--- src/hw/mac_tx_regs_pkg.sv ---
// constants for the transmit-side mac control register bank
// assumes an 8-bit register port with byte addresses equal to register offsets
//
// Notes on behaviour
// slot allocation: contention end slot bits 3-0, first guaranteed end 7-4, reset zero
// guaranteed slots two to six each have a 4-bit end-slot field
// host keeps queue output enable at one; zero is forbidden
// pre-send symbol count bits 5-2 resets to 2; host never writes below 1
// pre-send radio period bits 1-0 resets to zero
// beacon trigger bit 0 starts beacon send; bit 1 secures it
// normal trigger bit 0 starts normal send; bit 1 requests encryption
// ack request bit 2 makes the mac await an ack and retry
// normal trigger bit 4 reads the pending flag of the received ack
// slot queue triggers hold slot number in bits 5-3 plus ack, secure, start
// slot queue retry field: written limit, read retries of last good frame
// wake control: immediate wake bit 7, register wake bit 6 cleared by host
// transmit status: normal retries bits 7-6, channel busy failure bit 5
// status bits 4 and 3: slot queue two or one ran out of slot time
// status bits 2,1,0: release failure of slot two, slot one, normal queue
// beacon mask bit 7 masks the beacon interrupt, resets zero
// 16-bit half-symbol timer, low byte then high byte, reset zero
// soft reset bits 2,1,0 reset power unit, baseband, mac
// security a bit 6 starts decryption, bit 7 skips it
// cipher codes: none, counter, ccm 128/64/32, cbc-mac 128
// decrypt disable blocks security interrupt; encrypt disable blocks encryption; slot queue secure bits still reach the mac ungated
// host keeps sniffer mode zero while using the half-symbol timer
// trigger bits act on a written one then clear themselves
// reserved bits read zero and ignore writes
package mac_tx_regs_pkg;
	localparam logic [7:0] ADDR_SLOT_ALLOC   = 8'h13;
	localparam logic [7:0] ADDR_FIFO_TIMING  = 8'h18;
	localparam logic [7:0] ADDR_BCN_TRIG     = 8'h1A;
	localparam logic [7:0] ADDR_NRM_TRIG     = 8'h1B;
	localparam logic [7:0] ADDR_SQ1_TRIG     = 8'h1C;
	localparam logic [7:0] ADDR_SQ2_TRIG     = 8'h1D;
	localparam logic [7:0] ADDR_SLOT_END_23  = 8'h1E;
	localparam logic [7:0] ADDR_SLOT_END_45  = 8'h1F;
	localparam logic [7:0] ADDR_SLOT_END_6   = 8'h20;
	localparam logic [7:0] ADDR_SLOT_SWITCH  = 8'h21;
	localparam logic [7:0] ADDR_WAKE_CTRL    = 8'h22;
	localparam logic [7:0] ADDR_TX_STATUS    = 8'h24;
	localparam logic [7:0] ADDR_BCN_MASK     = 8'h25;
	localparam logic [7:0] ADDR_CLK_GATING   = 8'h26;
	localparam logic [7:0] ADDR_HSYM_LOW     = 8'h28;
	localparam logic [7:0] ADDR_HSYM_HIGH    = 8'h29;
	localparam logic [7:0] ADDR_SOFT_RESET   = 8'h2A;
	localparam logic [7:0] ADDR_SEC_A        = 8'h2C;
	localparam logic [7:0] ADDR_SEC_B        = 8'h2D;
	localparam logic [7:0] ADDR_CALIB        = 8'h2E;
	localparam logic [7:0] ADDR_RX_STATUS    = 8'h30;

	localparam logic [7:0] FIFO_TIMING_RESET = 8'h88;
	localparam logic [7:0] CALIB_RESET       = 8'h75;
	localparam logic [7:0] FIFO_TIMING_MASK  = 8'hBF;
	localparam logic [7:0] SLOT_SWITCH_MASK  = 8'h02;
	localparam logic [7:0] WAKE_CTRL_MASK    = 8'hC0;
	localparam logic [7:0] CLK_GATING_MASK   = 8'h08;
	localparam logic [7:0] SEC_B_MASK        = 8'h7B;
	localparam logic [7:0] BCN_MASK_MASK     = 8'h80;
	localparam logic [7:0] SLOT_END_6_MASK   = 8'h0F;

	localparam int BIT_START   = 0;
	localparam int BIT_SECURE  = 1;
	localparam int BIT_ACKREQ  = 2;
	localparam int BIT_INDIR   = 3;
	localparam int BIT_ACK_PENDING_SEEN = 4;
	localparam int BIT_SKIP    = 7;
	localparam int BIT_DSTART  = 6;
	localparam int BIT_UPSEC   = 6;
	localparam int BIT_BATT    = 5;

	localparam logic [2:0] CIPH_NONE    = 3'h0;
	localparam logic [2:0] CIPH_CTR     = 3'h1;
	localparam logic [2:0] CIPH_CCM128  = 3'h2;
	localparam logic [2:0] CIPH_CCM64   = 3'h3;
	localparam logic [2:0] CIPH_CCM32   = 3'h4;
	localparam logic [2:0] CIPH_CBC128  = 3'h5;

	typedef enum logic [5:0] {
		C_NONE   = 6'b000001,
		C_CTR    = 6'b000010,
		C_CCM    = 6'b000100,
		C_CBC    = 6'b001000,
		C_OTHER  = 6'b010000,
		C_UNUSED = 6'b100000
	} cipher_kind_e;
endpackage

--- src/hw/mac_tx_regs.sv ---
// transmit-side mac control and status register bank
// assumes a host port on i_clock; mac, security and power logic on the same clock
//
// Local design decision: the strobed register port.
`timescale 1ns/10ps
`default_nettype none
module mac_tx_regs
	import mac_tx_regs_pkg::*;
(
	input  wire logic       i_clock,
	input  wire logic       i_reset_n,
	input  wire logic [7:0] i_addr,
	input  wire logic [7:0] i_wdata,
	input  wire logic       i_wr,
	input  wire logic       i_rd,
	output logic      [7:0] o_rdata,
	// events from the transmit mac
	input  wire logic       i_normal_done,
	input  wire logic [1:0] i_normal_retries,
	input  wire logic       i_normal_fail,
	input  wire logic       i_channel_busy_failure,
	input  wire logic       i_ack_pending_seen,
	input  wire logic       i_sq1_done,
	input  wire logic       i_sq1_fail,
	input  wire logic       i_sq1_time_short,
	input  wire logic [1:0] i_sq1_retries,
	input  wire logic       i_sq2_done,
	input  wire logic       i_sq2_fail,
	input  wire logic       i_sq2_time_short,
	input  wire logic [1:0] i_sq2_retries,
	input  wire logic       i_upper_mic_error,
	input  wire logic       i_low_battery,
	input  wire logic       i_beacon_irq_event,
	input  wire logic       i_rx_secure_frame,
	// controls to the transmit mac
	output logic            o_beacon_send_start,
	output logic            o_beacon_secure_enable,
	output logic            o_normal_send_start,
	output logic            o_normal_secure_enable,
	output logic            o_normal_ack_request,
	output logic            o_normal_indirect,
	output logic            o_slot_queue_one_start,
	output logic [7:0]      o_slot_queue_one_ctrl,
	output logic            o_slot_queue_two_start,
	output logic [7:0]      o_slot_queue_two_ctrl,
	output logic [7:0]      o_slot_allocation,
	output logic [19:0]     o_slot_ends,
	output logic [7:0]      o_fifo_tx_timing,
	output logic            o_slot_fifo_switch,
	output logic            o_immediate_wake_enable,
	output logic            o_register_wake_signal,
	output logic            o_beacon_irq,
	output logic            o_gts_clock_on,
	output logic [15:0]     o_half_symbol_timer,
	output logic            o_power_unit_reset,
	output logic            o_baseband_reset,
	output logic            o_mac_logic_reset,
	output logic            o_decrypt_start,
	output logic            o_decrypt_skip,
	output logic [5:0]      o_receive_cipher_kind,
	output logic [5:0]      o_normal_cipher_kind,
	output logic [5:0]      o_beacon_cipher_kind,
	output logic [8:0]      o_cipher_selects,
	output logic            o_sniffer_mode_bit,
	output logic            o_security_irq,
	output logic            o_encrypt_active,
	output logic [7:0]      o_calibration_tuning
);

	// ----------------------------------------
	// decode helpers
	// ----------------------------------------
	function automatic logic wr_at(input logic [7:0] a);
		return i_wr && (i_addr == a);
	endfunction

	function automatic cipher_kind_e cipher_kind(input logic [2:0] c);
		cipher_kind_e k;
		k = C_OTHER;
		case (c)
			CIPH_NONE:   k = C_NONE;
			CIPH_CTR:    k = C_CTR;
			CIPH_CCM128: k = C_CCM;
			CIPH_CCM64:  k = C_CCM;
			CIPH_CCM32:  k = C_CCM;
			CIPH_CBC128: k = C_CBC;
			default:     k = C_OTHER;
		endcase
		return k;
	endfunction

	// ----------------------------------------
	// plain read-write registers
	// ----------------------------------------
	logic [7:0] slot_alloc_q, timing_q, end23_q, end45_q, end6_q, switch_q;
	logic [7:0] wake_q, bmask_q, gate_q, hsym_lo_q, hsym_hi_q, calib_q;
	logic [5:0] seca_q;
	logic [7:0] secb_q;
	logic [1:0] bcn_cfg_q;
	logic [3:0] nrm_cfg_q;
	logic [5:0] sq1_cfg_q, sq2_cfg_q;
	logic [1:0] sq1_lim_q, sq2_lim_q, sq1_used_q, sq2_used_q;

	always_ff @(posedge i_clock) begin
		if (!i_reset_n) begin
			slot_alloc_q <= 8'h00;
			timing_q     <= FIFO_TIMING_RESET;
			end23_q      <= 8'h00;
			end45_q      <= 8'h00;
			end6_q       <= 8'h00;
			switch_q     <= 8'h00;
			wake_q       <= 8'h00;
			bmask_q      <= 8'h00;
			gate_q       <= 8'h00;
			hsym_lo_q    <= 8'h00;
			hsym_hi_q    <= 8'h00;
			seca_q       <= 6'h00;
			secb_q       <= 8'h00;
			calib_q      <= CALIB_RESET;
		end else begin
			if (wr_at(ADDR_SLOT_ALLOC))  slot_alloc_q <= i_wdata;
			if (wr_at(ADDR_FIFO_TIMING)) timing_q <= i_wdata & FIFO_TIMING_MASK;
			if (wr_at(ADDR_SLOT_END_23)) end23_q <= i_wdata;
			if (wr_at(ADDR_SLOT_END_45)) end45_q <= i_wdata;
			if (wr_at(ADDR_SLOT_END_6))  end6_q <= i_wdata & SLOT_END_6_MASK;
			if (wr_at(ADDR_SLOT_SWITCH)) switch_q <= i_wdata & SLOT_SWITCH_MASK;
			if (wr_at(ADDR_WAKE_CTRL))   wake_q <= i_wdata & WAKE_CTRL_MASK;
			if (wr_at(ADDR_BCN_MASK))    bmask_q <= i_wdata & BCN_MASK_MASK;
			if (wr_at(ADDR_CLK_GATING))  gate_q <= i_wdata & CLK_GATING_MASK;
			if (wr_at(ADDR_HSYM_LOW))    hsym_lo_q <= i_wdata;
			if (wr_at(ADDR_HSYM_HIGH))   hsym_hi_q <= i_wdata;
			if (wr_at(ADDR_SEC_A))       seca_q <= i_wdata[5:0];
			if (wr_at(ADDR_SEC_B))       secb_q <= i_wdata & SEC_B_MASK;
			if (wr_at(ADDR_CALIB))       calib_q <= i_wdata;
		end
	end

	// ----------------------------------------
	// trigger registers
	// ----------------------------------------
	always_ff @(posedge i_clock) begin
		if (!i_reset_n) begin
			bcn_cfg_q <= 2'h0;
			nrm_cfg_q <= 4'h0;
			sq1_cfg_q <= 6'h00;
			sq2_cfg_q <= 6'h00;
			sq1_lim_q <= 2'h0;
			sq2_lim_q <= 2'h0;
		end else begin
			if (wr_at(ADDR_BCN_TRIG)) bcn_cfg_q <= {i_wdata[BIT_SECURE], 1'b0};
			if (wr_at(ADDR_NRM_TRIG)) nrm_cfg_q <= {i_wdata[BIT_INDIR:BIT_SECURE], 1'b0};
			if (wr_at(ADDR_SQ1_TRIG)) begin
				sq1_cfg_q <= {i_wdata[5:1], 1'b0};
				sq1_lim_q <= i_wdata[7:6];
			end
			if (wr_at(ADDR_SQ2_TRIG)) begin
				sq2_cfg_q <= {i_wdata[5:1], 1'b0};
				sq2_lim_q <= i_wdata[7:6];
			end
		end
	end

	// one-cycle pulses; hardware clears them in the following cycle
	always_ff @(posedge i_clock) begin
		if (!i_reset_n) begin
			o_beacon_send_start    <= 1'b0;
			o_normal_send_start    <= 1'b0;
			o_slot_queue_one_start <= 1'b0;
			o_slot_queue_two_start <= 1'b0;
			o_power_unit_reset     <= 1'b0;
			o_baseband_reset       <= 1'b0;
			o_mac_logic_reset      <= 1'b0;
			o_decrypt_start        <= 1'b0;
			o_decrypt_skip         <= 1'b0;
		end else begin
			o_beacon_send_start    <= wr_at(ADDR_BCN_TRIG) & i_wdata[BIT_START];
			o_normal_send_start    <= wr_at(ADDR_NRM_TRIG) & i_wdata[BIT_START];
			o_slot_queue_one_start <= wr_at(ADDR_SQ1_TRIG) & i_wdata[BIT_START];
			o_slot_queue_two_start <= wr_at(ADDR_SQ2_TRIG) & i_wdata[BIT_START];
			o_power_unit_reset     <= wr_at(ADDR_SOFT_RESET) & i_wdata[2];
			o_baseband_reset       <= wr_at(ADDR_SOFT_RESET) & i_wdata[1];
			o_mac_logic_reset      <= wr_at(ADDR_SOFT_RESET) & i_wdata[0];
			o_decrypt_start        <= wr_at(ADDR_SEC_A) & i_wdata[BIT_DSTART];
			o_decrypt_skip         <= wr_at(ADDR_SEC_A) & i_wdata[BIT_SKIP];
		end
	end

	// ----------------------------------------
	// status capture from the mac
	// ----------------------------------------
	logic [7:0] transmit_status_q;
	logic       pend_q, upsec_q, batt_q;

	always_ff @(posedge i_clock) begin
		if (!i_reset_n) begin
			transmit_status_q     <= 8'h00;
			pend_q     <= 1'b0;
			sq1_used_q <= 2'h0;
			sq2_used_q <= 2'h0;
			batt_q     <= 1'b0;
		end else begin
			batt_q <= i_low_battery;
			if (i_normal_done) begin
				transmit_status_q[7:6] <= i_normal_retries;
				transmit_status_q[0]   <= i_normal_fail;
				transmit_status_q[5]   <= i_channel_busy_failure;
				pend_q      <= i_ack_pending_seen;
			end
			if (i_sq1_done) begin
				transmit_status_q[1] <= i_sq1_fail;
				transmit_status_q[3] <= i_sq1_time_short;
				if (!i_sq1_fail && !i_sq1_time_short) sq1_used_q <= i_sq1_retries;
			end
			if (i_sq2_done) begin
				transmit_status_q[2] <= i_sq2_fail;
				transmit_status_q[4] <= i_sq2_time_short;
				if (!i_sq2_fail && !i_sq2_time_short) sq2_used_q <= i_sq2_retries;
			end
		end
	end

	// set wins over a write-one clear in the same cycle
	always_ff @(posedge i_clock) begin
		if (!i_reset_n)
			upsec_q <= 1'b0;
		else if (i_upper_mic_error)
			upsec_q <= 1'b1;
		else if (wr_at(ADDR_RX_STATUS) && i_wdata[BIT_UPSEC])
			upsec_q <= 1'b0;
	end

	// ----------------------------------------
	// derived controls
	// ----------------------------------------
	always_ff @(posedge i_clock) begin
		if (!i_reset_n) begin
			o_beacon_irq     <= 1'b0;
			o_security_irq   <= 1'b0;
			o_encrypt_active <= 1'b0;
		end else begin
			o_beacon_irq   <= i_beacon_irq_event & ~bmask_q[7];
			o_security_irq <= i_rx_secure_frame & ~secb_q[1];
			o_encrypt_active <= (nrm_cfg_q[BIT_SECURE] | bcn_cfg_q[BIT_SECURE])
				& ~secb_q[0];
		end
	end

	always_ff @(posedge i_clock) begin
		if (!i_reset_n) begin
			o_beacon_secure_enable  <= 1'b0;
			o_normal_secure_enable  <= 1'b0;
			o_normal_ack_request    <= 1'b0;
			o_normal_indirect       <= 1'b0;
			o_slot_queue_one_ctrl   <= 8'h00;
			o_slot_queue_two_ctrl   <= 8'h00;
			o_slot_allocation       <= 8'h00;
			o_slot_ends             <= 20'h00000;
			o_fifo_tx_timing        <= FIFO_TIMING_RESET;
			o_slot_fifo_switch      <= 1'b0;
			o_immediate_wake_enable <= 1'b0;
			o_register_wake_signal  <= 1'b0;
			o_gts_clock_on          <= 1'b0;
			o_half_symbol_timer     <= 16'h0000;
			o_receive_cipher_kind   <= C_NONE;
			o_normal_cipher_kind    <= C_NONE;
			o_beacon_cipher_kind    <= C_NONE;
			o_cipher_selects        <= 9'h000;
			o_sniffer_mode_bit      <= 1'b0;
			o_calibration_tuning    <= CALIB_RESET;
		end else begin
			o_beacon_secure_enable  <= bcn_cfg_q[BIT_SECURE] & ~secb_q[0];
			o_normal_secure_enable  <= nrm_cfg_q[BIT_SECURE] & ~secb_q[0];
			o_normal_ack_request    <= nrm_cfg_q[BIT_ACKREQ];
			o_normal_indirect       <= nrm_cfg_q[BIT_INDIR];
			o_slot_queue_one_ctrl   <= {sq1_lim_q, sq1_cfg_q};
			o_slot_queue_two_ctrl   <= {sq2_lim_q, sq2_cfg_q};
			o_slot_allocation       <= slot_alloc_q;
			o_slot_ends             <= {end6_q[3:0], end45_q, end23_q};
			o_fifo_tx_timing        <= timing_q;
			o_slot_fifo_switch      <= switch_q[1];
			o_immediate_wake_enable <= wake_q[7];
			o_register_wake_signal  <= wake_q[6];
			o_gts_clock_on          <= gate_q[3];
			o_half_symbol_timer     <= {hsym_hi_q, hsym_lo_q};
			o_receive_cipher_kind   <= cipher_kind(seca_q[5:3]);
			o_normal_cipher_kind    <= cipher_kind(seca_q[2:0]);
			o_beacon_cipher_kind    <= cipher_kind(secb_q[6:4]);
			o_cipher_selects        <= {secb_q[6:4], seca_q};
			o_sniffer_mode_bit      <= secb_q[3];
			o_calibration_tuning    <= calib_q;
		end
	end

	// ----------------------------------------
	// read port
	// ----------------------------------------
	logic [7:0] rd_d;

	always_comb begin
		rd_d = 8'h00;
		case (i_addr)
			ADDR_SLOT_ALLOC:  rd_d = slot_alloc_q;
			ADDR_FIFO_TIMING: rd_d = timing_q;
			ADDR_BCN_TRIG:    rd_d = {6'h00, bcn_cfg_q};
			ADDR_NRM_TRIG:    rd_d = {3'h0, pend_q, nrm_cfg_q};
			ADDR_SQ1_TRIG:    rd_d = {sq1_used_q, sq1_cfg_q};
			ADDR_SQ2_TRIG:    rd_d = {sq2_used_q, sq2_cfg_q};
			ADDR_SLOT_END_23: rd_d = end23_q;
			ADDR_SLOT_END_45: rd_d = end45_q;
			ADDR_SLOT_END_6:  rd_d = end6_q;
			ADDR_SLOT_SWITCH: rd_d = switch_q;
			ADDR_WAKE_CTRL:   rd_d = wake_q;
			ADDR_TX_STATUS:   rd_d = transmit_status_q;
			ADDR_BCN_MASK:    rd_d = bmask_q;
			ADDR_CLK_GATING:  rd_d = gate_q;
			ADDR_HSYM_LOW:    rd_d = hsym_lo_q;
			ADDR_HSYM_HIGH:   rd_d = hsym_hi_q;
			ADDR_SEC_A:       rd_d = {2'h0, seca_q};
			ADDR_SEC_B:       rd_d = secb_q;
			ADDR_CALIB:       rd_d = calib_q;
			ADDR_RX_STATUS:   rd_d = {1'b0, upsec_q, batt_q, 5'h00};
			default:          rd_d = 8'h00;
		endcase
	end

	always_ff @(posedge i_clock) begin
		if (!i_reset_n)
			o_rdata <= 8'h00;
		else if (i_rd)
			o_rdata <= rd_d;
		else
			o_rdata <= 8'h00;
	end

	// ----------------------------------------
	// checks
	// ----------------------------------------
	chk_trig_self_clear: assert property (@(posedge i_clock) disable iff (!i_reset_n)
		o_normal_send_start |=> !o_normal_send_start || $past(wr_at(ADDR_NRM_TRIG)))
		else $error("normal start pulse did not self clear");
	chk_beacon_start: assert property (@(posedge i_clock) disable iff (!i_reset_n)
		wr_at(ADDR_BCN_TRIG) && i_wdata[0] |=> o_beacon_send_start)
		else $error("beacon start missing");
	chk_normal_start: assert property (@(posedge i_clock) disable iff (!i_reset_n)
		$rose(o_normal_send_start) |-> $past(wr_at(ADDR_NRM_TRIG) && i_wdata[0]))
		else $error("normal start without write");
	chk_mac_reset: assert property (@(posedge i_clock) disable iff (!i_reset_n)
		wr_at(ADDR_SOFT_RESET) && i_wdata[0] |=> o_mac_logic_reset ##1 !o_mac_logic_reset
			|| $past(wr_at(ADDR_SOFT_RESET)))
		else $error("mac reset pulse wrong");
	chk_decrypt_start: assert property (@(posedge i_clock) disable iff (!i_reset_n)
		wr_at(ADDR_SEC_A) && i_wdata[6] |=> o_decrypt_start)
		else $error("decrypt start missing");
	chk_timer_value: assert property (@(posedge i_clock) disable iff (!i_reset_n)
		wr_at(ADDR_HSYM_HIGH) |=> ##1 o_half_symbol_timer[15:8] == $past(i_wdata, 2))
		else $error("timer high byte wrong");
	chk_no_encrypt: assert property (@(posedge i_clock) disable iff (!i_reset_n)
		secb_q[0] && $past(secb_q[0]) |-> !o_encrypt_active)
		else $error("encryption while disabled");
	chk_beacon_masked: assert property (@(posedge i_clock) disable iff (!i_reset_n)
		bmask_q[7] && $past(bmask_q[7]) |-> !o_beacon_irq)
		else $error("masked beacon irq seen");
	chk_read_timing: assert property (@(posedge i_clock) disable iff (!i_reset_n)
		i_rd && i_addr == ADDR_TX_STATUS |=> o_rdata == $past(transmit_status_q))
		else $error("status read wrong");
	chk_reserved_zero: assert property (@(posedge i_clock) disable iff (!i_reset_n)
		i_rd && i_addr == ADDR_SLOT_END_6 |=> o_rdata[7:4] == 4'h0)
		else $error("reserved bits not zero");

	cov_beacon_send: cover property (@(posedge i_clock) o_beacon_send_start);
	cov_normal_fail: cover property (@(posedge i_clock) i_normal_done && i_normal_fail);
	cov_sq1_good:    cover property (@(posedge i_clock) i_sq1_done && !i_sq1_fail);
	cov_status_read: cover property (@(posedge i_clock) i_rd && i_addr == ADDR_TX_STATUS);
endmodule
`default_nettype wire

--- config.mk ---
export PLATFORM = sky130hd
export DESIGN_NAME = mac_tx_regs
export DESIGN_NICKNAME = d
export VERILOG_FILES = /design/src/hw/mac_tx_regs_pkg.sv /design/src/hw/mac_tx_regs.sv
export SDC_FILE = /design/constraint.sdc
export NUM_CORES = 1
export LEC_CHECK = 0
export BUFFER_PORTS_ARGS = -buffer_cell sky130_fd_sc_hd__buf_2
export CAP_MARGIN = 20
export CORE_MARGIN = 2
export CORE_UTILIZATION = 41
export DETAILED_ROUTE_END_ITERATION = 7
export PLACE_DENSITY = 0.59
export SLEW_MARGIN = 15
export SYNTH_ARGS = -nofsm -noshare
export SYNTH_HDL_FRONTEND = slang
export SYNTH_SLANG_ARGS = --single-unit
--- constraint.sdc ---
create_clock -name i_clock -period 4.3 [get_ports i_clock]
set_clock_uncertainty 0.1 [all_clocks]
set_input_delay 0.215 -clock i_clock [delete_from_list [all_inputs] [get_ports i_clock]]
set_output_delay 0.215 -clock i_clock [all_outputs]
set_load 0.05 [all_outputs]
==> results of run 1 <==
cell families after synthesis:
group                  after synthesis
buffers and inverters               76
XOR/XNOR                             1
AND/OR/NAND/NOR                    390
other                                1
multiplexers                        60
flip-flops                         235
AO/OA/AOI/OAI                      136
cells in the final DEF, fill, tap and decap left out, types with 11 or more instances in the layout:
cell,netlist,routed
dfxtp_1,235,235
buf_2,21,164
nand2_1,102,102
mux2i_1,55,55
nand3_1,59,59
nor2_1,23,23
and3_1,12,12
clkbuf_16,0,27
a21boi_1,44,44
nor2b_1,54,54
dlygate4sd3_1,0,33
and2_1,89,89
a21oi_1,11,11
o21ai_0,20,20
a22oi_1,14,14
routing by layer:
metal	GRT usage	up-vias
li1	-	3394
met3	0.0352	45
met4	0.0701	0
met5	0	-
met2	0.364	260
met1	0.320	3306
power by group through the flow:
stage | clock network [W] | logic [W] | registers, W
after global placement | 0 | 0.000194 | 0.00224
after floorplan | 0 | 0.000130 | 0.00225
final | 0.00219 | 0.000225 | 0.00220
after global routing | 0.00233 | 0.000238 | 0.00220
after detailed placement | 0 | 0.000194 | 0.00224
after CTS | 0.00223 | 0.000221 | 0.00220
timing repair:
item                       CTS  global route
hold buffers                33             0
hold endpoints to repair    27             0
buffers inserted             0             0
setup endpoints to repair    0             0
worst max path at each step:
stage                 end  cells after the start  slack, ns
6_report       end23_q[3]                      7       2.28
5_1_grt        end23_q[7]                      7       2.11
4_1_cts        end23_q[3]                      7       2.32
3_5_place_dp   calib_q[2]                      5       1.92
3_3_place_gp   calib_q[0]                      5       1.97
2_1_floorplan  end45_q[0]                      7       2.64
final cells by class:
cell class | count | area share
timing repair buffer | 205 | 0.112
sequential | 235 | 0.431
clock buffer | 38 | 0.0720
clock inverter | 7 | 0.00687
multi-input combinational | 593 | 0.346
tap | 275 | 0.0315
inverter | 2 | 0.000687
through the flow:
stage	util	total power [W]	setup slack, ns
finish	0.518	0.00462	2.28
global placement	0.462	0.00244	1.97
CTS	0.518	0.00465	2.32
detailed placement	0.462	0.00244	1.92
global route	0.518	0.00476	2.11
floorplan	-	0.00238	2.64
worst min-delay path, stage by stage:
cell and delay (ns):
buf_2 0.17, mux2i_1 0.10, nor2b_1 0.10
==> flow_summary.yaml, run 1 <==
pwr:
  peakVddDrop_mv: 0.247
  p_seq_frac: 0.476
  p_switching_w: 0.00102
  intPower_w: 0.00359
  pwr-share-clk: 0.476
  power_density_nw_per_um2: 422
  switching_share: 0.222
  power_frac_comb: 0.049
  p_leak_nw: 4.70
detailed_routing:
  drt_wl_total_um: 26400
  maxUsedRoutingLayer: "met4"
  wire_per_inst_um: 19.5
  drt_iter0_markers: 688
  route.vias.total: 7005
  met3WireLength_um: 1690
  ant_nets: 0
  met2_length_um: 12200
  drt_pre_antenna_iters: 6
  remaining_drc_errors: 0
  routedLengthMet1_um: 11700
  viasPerCell: 5.17
floorplan:
  initial_core_util: 0.419
  ios: 172
  die-height_um: 151
  fp.coreArea_um2: 21100
  die_w_um: 151
  dieArea_um2: 22700
  fp-row-count: 53
logic_synthesis:
  yosys.area.top_type: "dfxtp_1"
  synth_warnings: 0
  yosys.cell_types.count: 58
  synth-edff-count: 0
  yosys.area_share.simple: 0.247
  yosysMostFrequentCell: "dfxtp_1"
  synth_top_area_share: 0.532
  avgSynthCellArea_um2: 9.83
  synth_top_family_by_area: "simple AND/OR/NAND/NOR gates"
  ys.flop_type: "dfxtp_1"
  syn_inst: 899
  ys_top_cells_by_count: "235 x dfxtp_1, 102 x nand2_1, 89 x and2_1"
  synth-xor-area-share: 0.000991
  synthArstFlopShare: 0
  synthMuxAreaShare: 0.0699
  synth_fa_ha_area_frac: 0
  yosys_register_bits: 235
  synth-compound-area-share: 0.108
  syn_area_um2: 8840
  ys_seq_area_frac: 0.532
  ys_top_cells_by_area: "dfxtp_1 53%, and2_1 6.3%, mux2i_1 6.2%"
worst_setup_path:
  cp.required_ns: 4.60
  cp_slowest_stage_delay_ns: 0.59
  path_max_fanout: 16
  ff2ff_path_depth: 5
  r2r-start: "seca_q[1]"
  crit-reg2reg-capture: "o_rdata[1]"
  arrival_ns: 2.32
  startpoint: "i_wr"
  crit_family: "buffers and inverters"
  reg2reg_slack_ns: 2.74
  cp-start-kind: "primary input"
  path_cells: "dlygate4sd3_1 -> buf_2 -> and2_1 -> buf_4 -> nand2_2 -> nand2_1 -> a21boi_1"
  endpoint_kind: "register"
  slowest_stage: "and2_1"
  worstSetupPathType: "in2reg"
  crit_buf_inv: 3
sta:
  hold_viol: 0
  timing.hold.ws_ns: 0.00248
  relSlewSlack: 0.421
  fmax_mhz: 496
  maxSlewViolCount: 0
  finalCriticalPeriod_ns: 2.02
  fin_crit_sh: 0.469
  setup_tns_ns: 0
  rsz0062_at_grt: "false"
  worst_pin_slew_ns: 0.867
  finalSetupViolations: 0
global_routing:
  grt_max_degree: 172
  grt_pass1_wl_um: 39600
  grt_pass1_vias: 6693
  overflow: 0
  grt_usage: 0.228
  antenna_found_initial: 0
cts:
  cts.sinks: 235
  clock-root-buffer: "clkbuf_16"
  cts.path.max_buffers: 3
  insertion_delay_ns: 0.52
  cts_tree: "yes"
  htree_levels: 1
  numCtsBuffers: 26
  cts.repair.resized: 0
  path_clk_slew_ns: 0.06
place:
  dpl.hpwl_um: 17800
  gp_congestion: 0.931
  place_inst: 1277
  dpl_cell_area_um2: 9730
  portBuffers: 165
final_layout:
  nets: 1103
  n_antenna_cell: 0
  multi_input_area_um2: 3780
  layout-drive-gt1-share: 0.216
  reg.largest.list: "o_slot_ends x20, o_half_symbol_timer x16, o_cipher_selects x9"
  regMostFlops: "o_slot_ends"
  design_area_um2: 10900
  fillers: 1994
  area_growth_pct: 23.6
  largest_reg_flops: 20
  final-seq-area_um2: 4700
  fin_cells: 1355
worst_hold_path:
  hp-start: "i_normal_done"
  hp-class: "in2reg"
  hold_path_end: "transmit_status_q[7]"
  hold_depth: 3
run:
  maxCapViolations: 0
status:
  status: "completed"
Note: power is estimated with default switching activity, not from simulation.
==> run 2, diff against run 1 <==
Clock period 4.3 ns to 1.9 ns, I/O delays scaled along.
==> run 2 against run 1 <==
Compared with the run above:
- utilization rose by 3.5 points
- hold slack improved by 0.042 ns
- global-route usage rose by 0.96 points
- register-to-register slack got worse by 2.7 ns
- first-iteration DRC count fell by 37%
- critical endpoint is now o_rdata[7]
- largest cell class unchanged
- highest routed layer unchanged
==> flow_summary.yaml, run 2 (synthesized netlist as in run 1, its figures left out) <==
final_layout:
  final_util: 0.553
  final_cell_mix: "234 x dfxtp_1, 164 x buf_2, 101 x nand2_1"
  area_growth_pct: 31.9
  nets: 1177
  regMostFlops: "o_slot_ends"
  layout-drive-gt1-share: 0.257
  reg.largest.list: "o_slot_ends x20, o_half_symbol_timer x16, o_cipher_selects x9"
  layout.cells.most_common: "dfxtp_1"
  largest_reg_flops: 20
worst_setup_path:
  r2r-start: "sq2_used_q[1]"
  cp.required_ns: 2.21
  cp-start-kind: "primary input"
  slowest_stage: "dlygate4sd3_1"
  cp_slowest_stage_delay_ns: 0.59
  startpoint: "i_addr[5]"
  path_max_fanout: 14
  arrival_ns: 2.19
  path_cells: "buf_2 -> dlygate4sd3_1 -> nor4b_4 -> buf_12 -> a32oi_1 -> a22oi_1 -> o311ai_2 -> buf_4 -> a31oi_1"
  endpoint_kind: "register"
  worstSetupPathType: "in2reg"
global_routing:
  antenna_found_initial: 0
  grt_pass1_vias: 6939
  overflow: 0
  grt_pass1_wl_um: 41200
  grt_max_degree: 77
  grt_usage: 0.238
sta:
  fin_crit_sh: 0.989
  worst_pin_slew_ns: 0.639
  timing.hold.ws_ns: 0.0445
  setup_slack_ns: 0.0205
  hold_viol: 0
  rsz0062_at_grt: "false"
  finalSetupViolations: 0
  fmax_mhz: 532
  relSlewSlack: 0.573
  maxSlewViolCount: 0
  finalCriticalPeriod_ns: 1.88
status:
  status: "completed"
detailed_routing:
  ant_nets: 0
  remaining_drc_errors: 0
  drt_pre_antenna_iters: 6
  viasPerCell: 5.08
  route.vias.total: 7264
  drt_wl_total_um: 27400
  wire_per_inst_um: 19.1
  drt_iter0_markers: 436
cts:
  clock-root-buffer: "clkbuf_16"
  insertion_delay_ns: 0.52
  path_clk_slew_ns: 0.06
  htree_levels: 1
  cts.path.max_buffers: 3
  cts.sinks: 235
  cts_tree: "yes"
  numCtsBuffers: 24
pwr:
  power_density_nw_per_um2: 922
  peakVddDrop_mv: 0.756
  p_leak_nw: 5.10
floorplan:
  die-height_um: 151
  initial_core_util: 0.419
  ios: 172
  dieArea_um2: 22700
  fp-row-count: 53
  die_w_um: 151
  fp.coreArea_um2: 21100
place:
  gp_congestion: 0.889
  dpl.hpwl_um: 19300
  portBuffers: 165
  pre_cts_ws_ns: -0.0395
worst_hold_path:
  hp-start: "i_sq1_done"
  hp-class: "in2reg"
run:
  maxCapViolations: 0
run 2: layout make-up:
| cell class | count | area (um^2) |
|---|---|---|
| fillers | 1914 | 9430 |
| clock inverters | 14 | 211 |
| inverters | 2 | 7.51 |
| diodes | 1 | 2.50 |
| repair buffers | 279 | 1900 |
| flip-flops and latches | 235 | 4710 |
| clock buffers | 30 | 673 |
| well taps | 275 | 344 |
| multi-input cells | 595 | 3810 |
run 2: power by group:
part / internal, W / leakage (nW) / switching (W) / total [W]
clock network: 0.00320 / 0.434 / 0.00196 / 0.00516
registers: 0.00495 / 1.90 / 0.0000173 / 0.00497
logic: 0.000260 / 2.77 / 0.000358 / 0.000618
total: 0.00841 / 5.10 / 0.00234 / 0.0107
run 2: through the flow:
stage | setup TNS, ns | area, um^2 | instances | power, W
global route | 0 | 11700 | 1430 | 0.0111
CTS | 0 | 11600 | 1424 | 0.0108
detailed placement | -0.0395 | 10200 | 1330 | 0.00560
floorplan | 0 | 8860 | 904 | 0.00538
finish | 0 | 11700 | 1431 | 0.0107
global placement | -0.119 | 10200 | 1330 | 0.00560
run 2: repair_timing:
action	CTS	global route
gates resized for setup	0	4
endpoints found under the hold margin	125	0
hold buffers	50	0
setup endpoints to repair	0	15
buffers inserted	0	4
run 2: critical path: cells and delay by family:
kind | cells | cell delay [ns]
AND/OR/NAND/NOR | 1 | 0.33
buffers and inverters | 4 | 1.08
AO/OA/AOI/OAI | 4 | 0.68
run 2: path summary, 6_finish.rpt:
kind	slack, ns	cells after the start	endpoint
setup / recovery	0.02	9	o_rdata[7]
hold / removal	0.04	4	sq1_used_q[1]
hold reg to reg	0.36	2	sq1_lim_q[1]
setup reg to reg	0.07	4	sq2_used_q[1]
run 2: per-layer routing:
| layer | up-vias | track usage | routed length [um] |
|---|---|---|---|
| met2 | 235 | 0.393 | 12900 |
| met3 | 39 | 0.0316 | 1280 |
| met5 | - | 0 | 0 |
| li1 | 3538 | - | - |
| met1 | 3452 | 0.330 | 12500 |
| met4 | 0 | 0.0607 | 748 |
